===== src/hw/gpcfg_pkg.sv =====
// Purpose: constants for the general pin configuration and chip reset block
// Assumes: byte-wide report stream, one byte per strobe
// Notes:   response record and command layouts as bytes of a 64-byte report
package gpcfg_pkg;
   // ==========================================================
   // report layout
   localparam int unsigned REPORT_LEN      = 64;
   localparam logic [5:0]  PIN0_BYTE       = 6'd22;
   localparam int unsigned PIN_COUNT       = 4;
   localparam logic [5:0]  PWD_FIRST_BYTE  = 6'd17;
   localparam logic [5:0]  PWD_LAST_BYTE   = 6'd21;
   localparam logic [5:0]  PAD_FIRST_BYTE  = 6'd26;
   // ==========================================================
   // settings byte fields
   localparam int unsigned FSEL_LSB        = 0;
   localparam int unsigned DIR_BIT         = 3;
   localparam int unsigned OUTV_BIT        = 4;
   localparam logic [2:0]  FSEL_GPIO       = 3'h0;
   localparam logic [2:0]  FSEL_DEDICATED  = 3'h1;
   localparam logic [2:0]  FSEL_ALT0       = 3'h2;
   localparam logic [2:0]  FSEL_ALT1       = 3'h3;
   localparam logic [2:0]  FSEL_ALT2       = 3'h4;
   localparam logic [7:0]  SETTINGS_RST    = 8'h08;
   localparam logic [7:0]  PAD_VALUE       = 8'h00;
   // ==========================================================
   // chip reset command
   localparam logic [7:0]  CMD_RESET_CHIP  = 8'h70;
   localparam logic [7:0]  KEY_1           = 8'hab;
   localparam logic [7:0]  KEY_2           = 8'hcd;
   localparam logic [7:0]  KEY_3           = 8'hef;
   localparam logic [7:0]  CMD_ZERO        = 8'h00;
   localparam int unsigned RESET_PULSE_CYC = 16;
endpackage : gpcfg_pkg


===== src/hw/gpcfg_pin.sv =====
// Purpose: one general pin multiplexer
// Assumes: function code already decoded per pin by the parent
// Notes:   output enable is active low
`timescale 1ns/1ns
module gpcfg_pin
(
   // settings
   input  wire logic [7:0] settings,
   input  wire logic [4:0] alt_out,   // per-code alternate level, bit n for code n
   input  wire logic [4:0] alt_drv,   // code n drives the pin when set
   // pad
   output logic            pin_o,
   output logic            pin_oe_n
);
   // ==========================================================
   // selection
   wire logic [2:0] fsel    = settings[2:0];
   wire logic       is_gpio = (fsel == gpcfg_pkg::FSEL_GPIO);
   wire logic       code_ok = (fsel <= gpcfg_pkg::FSEL_ALT2);
   // plain io: bit 3 direction, bit 4 level; 7..5 ignored
   assign pin_o    = is_gpio ? settings[gpcfg_pkg::OUTV_BIT]
                             : (code_ok ? alt_out[fsel] : 1'b0);
   assign pin_oe_n = is_gpio ? settings[gpcfg_pkg::DIR_BIT]
                             : ~(code_ok & alt_drv[fsel]);
endmodule : gpcfg_pin


===== src/hw/gpcfg_top.sv =====
// Purpose: pin configuration record, pin mux, response builder, chip reset
// Assumes: command bytes arrive one per strobe, first byte flagged
// Notes:   analog pins are released (input) at the pad
`timescale 1ns/1ns
module gpcfg_top
#(
   parameter int unsigned PINS = 4
)
(
   // clock and reset
   input  wire logic            clk_sys,
   input  wire logic            rst,
   input  wire logic            clk_en,
   // command stream
   input  wire logic            cmd_valid,
   input  wire logic            cmd_first,
   input  wire logic [7:0]      cmd_byte,
   // settings load and password
   input  wire logic            cfg_we,
   input  wire logic [1:0]      cfg_pin,
   input  wire logic [7:0]      cfg_data,
   input  wire logic [39:0]     password_hi,
   // response readout
   input  wire logic            resp_req,
   input  wire logic [5:0]      resp_idx,
   output logic                 resp_valid_r,
   output logic [7:0]           resp_byte_r,
   // dedicated function sources
   input  wire logic            suspend_indicator,
   input  wire logic            receive_activity_lamp,
   input  wire logic            clock_ref,
   input  wire logic            transmit_activity_lamp,
   input  wire logic            enumeration_done_indicator,
   input  wire logic            serial_bus_activity_lamp,
   // pads and reset request
   output logic [PINS-1:0]      general_pin_o_r,
   output logic [PINS-1:0]      general_pin_oe_n_r,
   output logic                 chip_reset_r
);
   // ==========================================================
   // stored settings
   logic [7:0]           settings_r [PINS];
   wire logic [PINS-1:0] pin_o_w;
   wire logic [PINS-1:0] pin_oe_n_w;

   // command matcher state, declared early: the response gate reads it
   typedef enum {GPCFG_IDLE, GPCFG_MATCH, GPCFG_FIRE} gpcfg_state_t;
   gpcfg_state_t         state_r;
   logic [5:0]           pos_r;
   logic                 busy_rst_r;
   logic [4:0]           pulse_r;

   // alternate sources per pin and code; analog codes never drive
   wire logic [4:0] src0 = {2'h0, receive_activity_lamp, suspend_indicator, 1'b0};
   wire logic [4:0] src1 = {1'b0, transmit_activity_lamp, 1'b0, clock_ref, 1'b0};
   wire logic [4:0] src2 = {3'h0, enumeration_done_indicator, 1'b0};
   wire logic [4:0] src3 = {3'h0, serial_bus_activity_lamp, 1'b0};
   wire logic [4:0] drv0 = 5'h06;
   wire logic [4:0] drv1 = 5'h0a;   // edge detect is an input
   wire logic [4:0] drv2 = 5'h02;   // analog out: pad released to the analog cell
   wire logic [4:0] drv3 = 5'h02;
   wire logic [4:0] srcs [4] = '{src0, src1, src2, src3};
   wire logic [4:0] drvs [4] = '{drv0, drv1, drv2, drv3};

   genvar g;
   generate
      for (g = 0; g < PINS; g++)
      begin : g_pin
         // settings load, one byte per pin
         always_ff @(posedge clk_sys)
         begin
            if (rst)
               settings_r[g] <= gpcfg_pkg::SETTINGS_RST;
            else if (clk_en && cfg_we && cfg_pin == 2'(g))
               settings_r[g] <= cfg_data;
         end
         gpcfg_pin u_pin
         (
            .settings (settings_r[g]),
            .alt_out  (srcs[g]),
            .alt_drv  (drvs[g]),
            .pin_o    (pin_o_w[g]),
            .pin_oe_n (pin_oe_n_w[g])
         );
      end
   endgenerate

   // registered pad outputs; input after reset
   always_ff @(posedge clk_sys)
   begin
      if (rst)
      begin
         general_pin_o_r    <= '0;
         general_pin_oe_n_r <= '1;
      end
      else if (clk_en)
      begin
         general_pin_o_r    <= pin_o_w;
         general_pin_oe_n_r <= pin_oe_n_w;
      end
   end

   // ==========================================================
   // response record readout
   wire logic       idx_pwd  = (resp_idx >= gpcfg_pkg::PWD_FIRST_BYTE) &&
                               (resp_idx <= gpcfg_pkg::PWD_LAST_BYTE);
   wire logic [5:0] pwd_off  = resp_idx - gpcfg_pkg::PWD_FIRST_BYTE;
   wire logic [5:0] pin_off  = resp_idx - gpcfg_pkg::PIN0_BYTE;
   wire logic       idx_pin  = (resp_idx >= gpcfg_pkg::PIN0_BYTE) &&
                               (resp_idx < gpcfg_pkg::PAD_FIRST_BYTE);
   wire logic [7:0] resp_nxt;
   assign resp_nxt = idx_pwd ? password_hi[pwd_off[2:0]*8 +: 8]
                   : idx_pin ? settings_r[pin_off[1:0]]
                   : gpcfg_pkg::PAD_VALUE;

   // a request during a reset command is not answered
   wire logic resp_ok = resp_req && !chip_reset_r && !busy_rst_r;

   always_ff @(posedge clk_sys)
   begin
      if (rst)
      begin
         resp_valid_r <= 1'b0;
         resp_byte_r  <= '0;
      end
      else if (clk_en)
      begin
         resp_valid_r <= resp_ok;
         if (resp_ok)
            resp_byte_r <= resp_nxt;
      end
   end

   // ==========================================================
   // reset chip command matcher

   // expected byte at each position
   wire logic [7:0] expect_b = (pos_r == 6'd1) ? gpcfg_pkg::KEY_1
                             : (pos_r == 6'd2) ? gpcfg_pkg::KEY_2
                             : (pos_r == 6'd3) ? gpcfg_pkg::KEY_3
                             : gpcfg_pkg::CMD_ZERO;
   wire logic last_b   = (pos_r == 6'(gpcfg_pkg::REPORT_LEN - 1));
   wire logic start_b  = cmd_valid && cmd_first && cmd_byte == gpcfg_pkg::CMD_RESET_CHIP;

   // a mismatch drops the whole report; a partial key never resets
   always_ff @(posedge clk_sys)
   begin
      if (rst)
      begin
         state_r      <= GPCFG_IDLE;
         pos_r        <= '0;
         busy_rst_r   <= 1'b0;
         pulse_r      <= '0;
         chip_reset_r <= 1'b0;
      end
      else if (clk_en)
      begin
         case (state_r)
            GPCFG_IDLE:
            begin
               if (start_b)
               begin
                  state_r    <= GPCFG_MATCH;
                  pos_r      <= 6'd1;
                  busy_rst_r <= 1'b1;
               end
            end
            GPCFG_MATCH:
            begin
               if (cmd_valid && (cmd_first || cmd_byte != expect_b))
               begin
                  state_r    <= GPCFG_IDLE;
                  busy_rst_r <= 1'b0;
               end
               else if (cmd_valid && last_b)
               begin
                  state_r      <= GPCFG_FIRE;
                  chip_reset_r <= 1'b1;
                  pulse_r      <= 5'(gpcfg_pkg::RESET_PULSE_CYC - 1);
               end
               else if (cmd_valid)
                  pos_r <= pos_r + 6'd1;
            end
            GPCFG_FIRE:
            begin
               // held a fixed time; outer reset network restarts the chip
               if (pulse_r == '0)
               begin
                  chip_reset_r <= 1'b0;
                  busy_rst_r   <= 1'b0;
                  state_r      <= GPCFG_IDLE;
               end
               else
                  pulse_r <= pulse_r - 5'd1;
            end
            default:
               state_r <= GPCFG_IDLE;
         endcase
      end
   end

   // ==========================================================
   // checks
   a_out_level: assert property (@(posedge clk_sys) disable iff (rst)
      clk_en && settings_r[0][2:0] == 3'h0 && !settings_r[0][3]
      |=> general_pin_o_r[0] == $past(settings_r[0][4]) && !general_pin_oe_n_r[0])
      else $error("plain output level wrong");
   a_dir_input: assert property (@(posedge clk_sys) disable iff (rst)
      clk_en && settings_r[1][2:0] == 3'h0 && settings_r[1][3] |=> general_pin_oe_n_r[1])
      else $error("input pin driven");
   a_pin0_susp: assert property (@(posedge clk_sys) disable iff (rst)
      clk_en && settings_r[0][2:0] == 3'h1
      |=> general_pin_o_r[0] == $past(suspend_indicator) && !general_pin_oe_n_r[0])
      else $error("suspend not routed");
   a_pin1_tx: assert property (@(posedge clk_sys) disable iff (rst)
      clk_en && settings_r[1][2:0] == 3'h3
      |=> general_pin_o_r[1] == $past(transmit_activity_lamp))
      else $error("transmit lamp not routed");
   a_pin2_enum: assert property (@(posedge clk_sys) disable iff (rst)
      clk_en && settings_r[2][2:0] == 3'h1
      |=> general_pin_o_r[2] == $past(enumeration_done_indicator))
      else $error("enumeration flag not routed");
   a_pin3_adc: assert property (@(posedge clk_sys) disable iff (rst)
      clk_en && settings_r[3][2:0] == 3'h2 |=> general_pin_oe_n_r[3])
      else $error("analog input pin driven");
   a_pad_zero: assert property (@(posedge clk_sys) disable iff (rst)
      clk_en && resp_ok && resp_idx >= 6'd26 |=> resp_byte_r == 8'h00)
      else $error("padding not zero");
   a_reset_fire: assert property (@(posedge clk_sys) disable iff (rst)
      $rose(chip_reset_r) |-> chip_reset_r [*8])
      else $error("reset pulse short");
   a_no_reply: assert property (@(posedge clk_sys) disable iff (rst)
      chip_reset_r |-> ##1 !resp_valid_r)
      else $error("reply during reset");
endmodule : gpcfg_top


===== config.mk =====
export PLATFORM = sky130hd
export DESIGN_NAME = gpcfg_top
export DESIGN_NICKNAME = d
export VERILOG_FILES = /design/src/hw/gpcfg_pkg.sv /design/src/hw/gpcfg_pin.sv /design/src/hw/gpcfg_top.sv
export SDC_FILE = /design/constraint.sdc
export NUM_CORES = 1
export LEC_CHECK = 0
export ABC_AREA = 1
export CORE_MARGIN = 3
export CORE_UTILIZATION = 40
export CTS_BUF_LIST = sky130_fd_sc_hd__clkbuf_2
export DETAILED_ROUTE_END_ITERATION = 10
export DONT_BUFFER_PORTS = 1
export GPL_ROUTABILITY_DRIVEN = 0
export PLACE_DENSITY = 0.61
export REMOVE_ABC_BUFFERS = 1
export SLEW_MARGIN = 0
export SYNTH_ARGS = -nofsm -noshare
export SYNTH_HDL_FRONTEND = slang
export SYNTH_SLANG_ARGS = --single-unit

===== constraint.sdc =====
create_clock -name clk_sys -period 2.35 [get_ports clk_sys]
set_input_delay 0.47 -clock clk_sys [delete_from_list [all_inputs] [get_ports clk_sys]]
set_output_delay 0.47 -clock clk_sys [all_outputs]
set_load 0.01 [all_outputs]

After elaboration in Yosys (flattened, before gate mapping)
Memories as Yosys holds them, arrays and structs flattened.
Cells that the tools add are included.
{ "classes": {"addsub": 4, "magnitude_cmp": 12, "n_eq_ne": 20, "shifts": 1, "muxes": 68, "bitwise": 12, "reduce_logical": 32} }
{ "op_table": {"columns": ["op", "count"], "rows": [
  ["32-bit 2-to-1 mux", 4],
  ["32-bit case mux with 3 select lines", 1],
  ["8-bit 2-to-1 mux", 9],
  ["40-bit by 7-bit variable part select with 8-bit output", 1],
  ["1-bit 2-to-1 mux", 39],
  ["32-bit by 1-bit equality test with 1-bit output, second input constant", 1],
  ["32-bit by 2-bit equality test with 1-bit output, second input constant", 1],
  ["32-bit logical NOT", 1],
  ["6-bit 2-to-1 mux", 4],
  ["3-bit by 4-bit < comparator with 1-bit output, second input constant", 4],
  ["2-bit != test, second input constant", 8],
  ["5-bit 2-to-1 mux", 3],
  ["5-bit AND reduction", 3],
  ["1-bit logical AND", 13],
  ["1-bit binary-select mux with 3-bit select", 4],
  ["6-bit by 2-bit equality test with 1-bit output, second input constant", 2],
  ["6-bit by 5-bit >= comparator with 1-bit output, second input constant", 2],
  ["3-bit less-or-equal comparator, second input constant", 4],
  ["3-bit logical NOT", 4],
  ["6-bit case mux with 2 select lines", 1],
  ["5-bit case mux with 2 select lines", 1],
  ["8-bit by 7-bit equality test with 1-bit output, second input constant", 1],
  ["8-bit != test", 1],
  ["6-bit by 1-bit adder with 6-bit output, second input constant", 1],
  ["24 further kinds", 36]
]} }
{ "totals": {"reg_bits": 62, "mem_bits_rw": 32, "romBits": 32, "in_bits": 77, "out_inout_bits": 18, "wordCells": 163, "memories": 5} }
{ "memory_table": {"columns": ["name", "words", "word_bits", "read_ports", "rd_ports_with_merged_regs", "wr", "line_no", "text"], "rows": [
  ["settings_r", 4, 8, 5, 0, 4, "gpcfg_top.sv:42", "logic [7:0] settings_r [PINS];"],
  ["(no name shown)", 8, 1, 1, 0, 0, "gpcfg_pin.sv:24", ": ~(code_ok & alt_drv[fsel]);"],
  ["(no name shown)", 8, 1, 1, 0, 0, "gpcfg_pin.sv:24", null],
  ["(no name shown)", 8, 1, 1, 0, 0, "gpcfg_pin.sv:24", null],
  ["(no name shown)", 8, 1, 1, 0, 0, "gpcfg_pin.sv:24", null]
]} }

Depth between registers and ports, before layout
{ "depth": {"ltp_word": 9, "depth_mapped": 15} }

Modules after synthesis
From an unflattened synthesis, not the netlist that was laid out.
{ "hier_totals": {"cells_unflattened": 627, "hier_area_um2": 4267.8} }
{ "by_module_without_submodules": {"columns": ["module", "instances", "cells_per_inst", "area_per_inst_um2", "seq_area_each_um2"], "rows": [
  ["gpcfg_top", 1, 503, 3707.3, 1601.5],
  ["gpcfg_pin", 4, 31, 140.1, 0.0]
]} }

Worst setup path after synthesis
No wires, ideal clock.
{ "synth_timing": {"path_type": "input-to-reg", "startpoint": "input port resp_idx[1]", "endpoint": "register resp_byte_r[0]", "t_arrival_ps": 2295, "t_required_ps": 2293, "slack_ps": -2, "path_stages": 11, "n_path_buf": 3, "cell_sequence": "buf_2 > clkinv_1 > ha_1 > bufbuf_16 > clkdlybuf4s15_1 > nand3_1 > o22ai_1 > nand2_1 > nand3_1 > o211ai_1 > inv_1"} }
{ "synth_between": {"elab_chain_cells": 4} }
{ "synth_rtl": {"columns": ["item", "line_no", "text"], "rows": [
  ["start: declaration", "gpcfg_top.sv:25", "input wire logic [5:0] resp_idx,"],
  ["parallel branches: the longest is 3 deep, another holds 3-bit by 1-bit subtractor with 3-bit output", null, null],
  ["8-bit 2-to-1 mux (*)", "gpcfg_top.sv:112", "assign resp_nxt = idx_pwd ? password_hi[pwd_off[2:0]*8 +: 8]"],
  ["end signal: assignment", "gpcfg_top.sv:130", "resp_byte_r <= resp_nxt;"],
  ["end: declaration", "gpcfg_top.sv:27", "output logic [7:0] resp_byte_r,"]
]} }
Mark *: on every way between the ends.
A chain may end at the register's enable or synchronous reset.

Final worst setup path
{ "layout_timing": {"startpoint": "register pos_r[0]", "endpoint": "register pos_r[2]"} }
{ "layout_between": {"elab_chain_cells": 9} }
{ "layout_rtl": {"columns": ["item", "line_no", "text"], "rows": [
  ["start: declaration", "gpcfg_top.sv:49", "logic [5:0] pos_r;"],
  ["start signal: assignment", "gpcfg_top.sv:182", "pos_r <= pos_r + 6'd1;"],
  ["6-bit by 2-bit equality test with 1-bit output", "gpcfg_top.sv:140", ": (pos_r == 6'd3) ? gpcfg_pkg::KEY_3"],
  ["8-bit 2-to-1 mux", "gpcfg_top.sv:140", null],
  ["8-bit 2-to-1 mux", "gpcfg_top.sv:139", ": (pos_r == 6'd2) ? gpcfg_pkg::KEY_2"],
  ["8-bit 2-to-1 mux", "gpcfg_top.sv:138", "wire logic [7:0] expect_b = (pos_r == 6'd1) ? gpcfg_pkg::KEY_1"],
  ["8-bit != test", "gpcfg_top.sv:170", "if (cmd_valid && (cmd_first || cmd_byte != expect_b))"],
  ["1-bit logical OR", "gpcfg_top.sv:170", null],
  ["1-bit logical AND", "gpcfg_top.sv:170", null],
  ["2-bit != test (no line)", null, null],
  ["6-bit AND reduction (no line)", null, null]
]} }
Several ways; a longest one is shown, not always the timed one. The select of a mux whose other input is x is not followed.

==> qor.csv <==
stage,metric,value,unit
synthesis,mappedNetlistArea,0.00397,sq mm
pwr,power_density,558,mW/mm^2
routing,dr_wl_met3,645,microns
sta,setup_tns,0,ps
clock_tree,clock_pin_slew_worst_setup_and_hold_paths,190,ps
routing,route.vias.total,3465,
grt,grt_usage,17.6,%
synthesis,ys_warn_count,0,
grt,grt_max_degree,35,
cells_and_area,mostFrequentLayoutCell,sky130_fd_sc_hd__nor2_1,
synthesis,synth_enable_flop_cells,32,
run,timing.max_cap.violations,0,
routing,route.met2.wl,4770,microns
synthesis,synth-seq-cells,64,
synthesis,ys_types,39,
pwr,power.leakage,1.79,nW
floorplan,rows,35,
routing,post-route-drc-count,0,
floorplan,floorplan.die_area,0.0112,sq mm
grt,overflow,0,
sta,setup_repair_after_global_routing_missed_its_margin,no,
floorplan,pin_count,95,
critical_path,arrival_time_at_the_worst_endpoint,2480,ps
placement,placedCellCount,664,
floorplan,starting_utilization_of_the_core_area,42.0,%
synthesis,synthesized_area_fraction_occupied_by_ao_oa_aoi_and_oai_cells,16.3,%
clock_tree,tritoncts,built,
clock_tree,cts.htree.levels,3,
critical_path,worst-setup-path-type,reg -> reg,
clock_tree,clock_path_buffers,2,
floorplan,coreArea,0.00946,sq mm
placement,portBuffers,0,
synthesis,synth-main-ff-cell,sky130_fd_sc_hd__edfxtp_1,
grt,number_of_antenna_violations_at_the_first_check_in_global_routing,1,
placement,dp_hpwl,7440,microns
routing,detail_route.wl_per_cell,14.5,microns
routing,wirelength_met1,4360,microns
critical_path,worst-path-max-fanout,6,
clock_tree,worst_skew_pair.late_latency,500,ps
placement,dpl_worst_slack,304,ps
sta,timing.final.ws_setup,278,ps
synthesis,xor_xnor_portion_of_the_synthesized_cell_area,0.851,%
floorplan,die_w,106,microns
synthesis,combinational_family_with_the_most_area_after_synthesis,simple AND/OR/NAND/NOR gates,
min_path,hp-class,in -> reg,
clock_tree,clock_sink_count,64,
status,result_of_the_run,finished clean,
grt,grt_pass1_wl,15800,microns
critical_path,critical_path_origin,pos_r[0],
sta,fmax,483,MHz
pwr,peakVddDrop,0.000206,V
sta,setup_viol_count_final,0,
sta,timing.max_slew.rel_slack,64.2,%
sta,finalClockSkew,24.1,ps
synthesis,post_synthesis_async_set_or_reset_flop_share,0,%
synthesis,synth_simple_gate_area_share,26.8,%
sta,tightestPinTransition,534,ps
sta,hold_viol_final,0,
sta,post-route-min-period,2070,ps
cells_and_area,layout_area_overhead,5.26,%
routing,ant_nets,0,
routing,first_iter_violations,220,
grt,first_global_vias,3246,
synthesis,synth.area.mux_share,0,%
cells_and_area,fill_cells,991,
clock_tree,root_buffer,sky130_fd_sc_hd__clkbuf_2,
sta,finalMaxSlewViolations,0,
min_path,hold_path.startpoint,clk_en,
synthesis,arithmetic_cell_share_of_the_synthesized_area_counting_full_adders_half_adders_and_majority_gates,3.78,%
cells_and_area,share_of_cells_above_drive_strength_1,6.32,%
clock_tree,number_of_cts_inserted_buffers,9,
cells_and_area,multi_input_comb_area,0.00189,sq mm
routing,final_wl,9900,microns
synthesis,syn_inst,545,
floorplan,fp.dieH,106,microns
critical_path,setup_crit_start_kind,flop,
cells_and_area,seqCellArea,0.00160,sq mm
routing,highest-signal-layer,met4,
cells_and_area,layout_common_cells,"sky130_fd_sc_hd__nor2_1, sky130_fd_sc_hd__inv_1, sky130_fd_sc_hd__nand2_1",
synthesis,synth-seq-area-share,40.4,%
routing,vias_per_cell,5.07,
cells_and_area,final_cell_count_no_fill,684,
routing,detailedRoute.firstPassIterationCount,4,
critical_path,critPathRequiredTime,2760,ps
critical_path,critical_path.endpoint_type,flop,
sta,period_share,88.2,%
synthesis,syn_area_per_cell,7.28,sq um
critical_path,r2r_start,pos_r[0],
cells_and_area,finalNetCount,638,
-- timing repair --
item	in CTS	in global routing
hold buffers	2	1
endpoints found under the setup margin	0	0
hold endpoints to repair	5	1
resized for setup	0	0
buffers inserted	0	0
-- through the flow --
stage                     total power [mW]  hold slack, ps  utilization (%)  cell area [sq um]
after global routing                  2.48            3.70             44.2               4180
after global placement                1.74             467             42.8               4050
after floorplan                       1.64             450                -               3830
final                                 2.33            55.9             44.2               4180
after CTS                             2.35            1.77             44.0               4170
after detailed placement              1.75             500             42.8               4050
-- sequential cells by signal, summed over array words and instances (netlist names) --
register            flops
general_pin_oe_n_r      4
pos_r                   6
settings_r             32
resp_valid_r            1
resp_byte_r             8
pulse_r                 5
busy_rst_r              1
general_pin_o_r         4
chip_reset_r            1
state_r                 2
-- cells by family (layout without fill, tap and decap cells) --
group	after synthesis	in the layout
AOI/OAI and AO/OA	113	113
xor gates and xnor gates	3	3
adders and majority gates	12	12
buffers and inverters	107	116
DFF	64	64
other	0	1
and+or+nand+nor	246	246
-- report_power, final --
part           total (mW)  switching (mW)  internal (mW)  leakage, nW
logic               0.418           0.265          0.153         1.17
clock network       0.598           0.451          0.147       0.0553
registers            1.32          0.0672           1.25        0.572
total                2.33           0.784           1.55         1.79
-- metal layers --
metal / global-route usage (%) / up-vias
met3: 4.53 / 7
met4: 6.66 / 0
li1: - / 1814
met5: 0 / -
met1: 22.0 / 1548
met2: 29.1 / 96
-- final cells by class --
type                            count  share of cell area [%]
Inverter                           90                    8.09
Multi-Input combinational cell    374                    45.3
Timing Repair Buffer               10                    1.98
Clock inverter                      7                    1.29
Sequential cell                    64                    38.3
Tap cell                          129                    3.86
Antenna cell                        1                  0.0599
Clock buffer                        9                    1.08
-- synthesized netlist by cell type (2+ instances only) --
library cell / n / area share [%]
sky130_fd_sc_hd__o21a_1: 2 / 0.38
sky130_fd_sc_hd__nand3_2: 2 / 0.50
sky130_fd_sc_hd__clkbuf_8: 2 / 0.69
sky130_fd_sc_hd__a21oi_1: 18 / 2.3
sky130_fd_sc_hd__nor4_1: 5 / 0.79
sky130_fd_sc_hd__nor2_1: 101 / 9.6
sky130_fd_sc_hd__nor3_1: 8 / 1.0
sky130_fd_sc_hd__nand2_1: 79 / 7.5
sky130_fd_sc_hd__edfxtp_1: 32 / 24
sky130_fd_sc_hd__nand4_1: 8 / 1.3
sky130_fd_sc_hd__inv_1: 88 / 8.3
sky130_fd_sc_hd__ha_1: 12 / 3.8
sky130_fd_sc_hd__o22ai_1: 13 / 2.0
sky130_fd_sc_hd__o31ai_1: 4 / 0.76
sky130_fd_sc_hd__o211ai_1: 10 / 1.9
sky130_fd_sc_hd__o21ai_0: 58 / 7.3
sky130_fd_sc_hd__buf_2: 2 / 0.25
sky130_fd_sc_hd__xor2_1: 2 / 0.44
sky130_fd_sc_hd__dfxtp_1: 32 / 16
sky130_fd_sc_hd__a31oi_1: 4 / 0.63
sky130_fd_sc_hd__nand3_1: 37 / 4.7
sky130_fd_sc_hd__buf_6: 2 / 0.57
sky130_fd_sc_hd__clkbuf_1: 8 / 0.76
-- worst max-delay path: stages, from the launching register on --
cell,delay [ps]
sky130_fd_sc_hd__dfxtp_1,470
sky130_fd_sc_hd__ha_1,200
sky130_fd_sc_hd__nand2_1,70
sky130_fd_sc_hd__nor2_1,190
sky130_fd_sc_hd__nand4_1,110
sky130_fd_sc_hd__nand2_1,260
sky130_fd_sc_hd__o22ai_1,130
sky130_fd_sc_hd__nand3_1,130
sky130_fd_sc_hd__inv_1,100
sky130_fd_sc_hd__nand2_4,100
sky130_fd_sc_hd__inv_1,100
sky130_fd_sc_hd__nor2_1,100
sky130_fd_sc_hd__nor2_1,50
-- path summary, 6_finish.rpt --
| kind | endpoint | slack (ps) | cells past startpoint |
|---|---|---|---|
| max | pos_r[2] | 280 | 12 |
| max reg2reg | pos_r[2] | 280 | 12 |
| min reg2reg | pos_r[3] | 520 | 2 |
| min | general_pin_o_r[3] | 60 | 1 |
No activity file was read; power rests on OpenSTA's default activity.
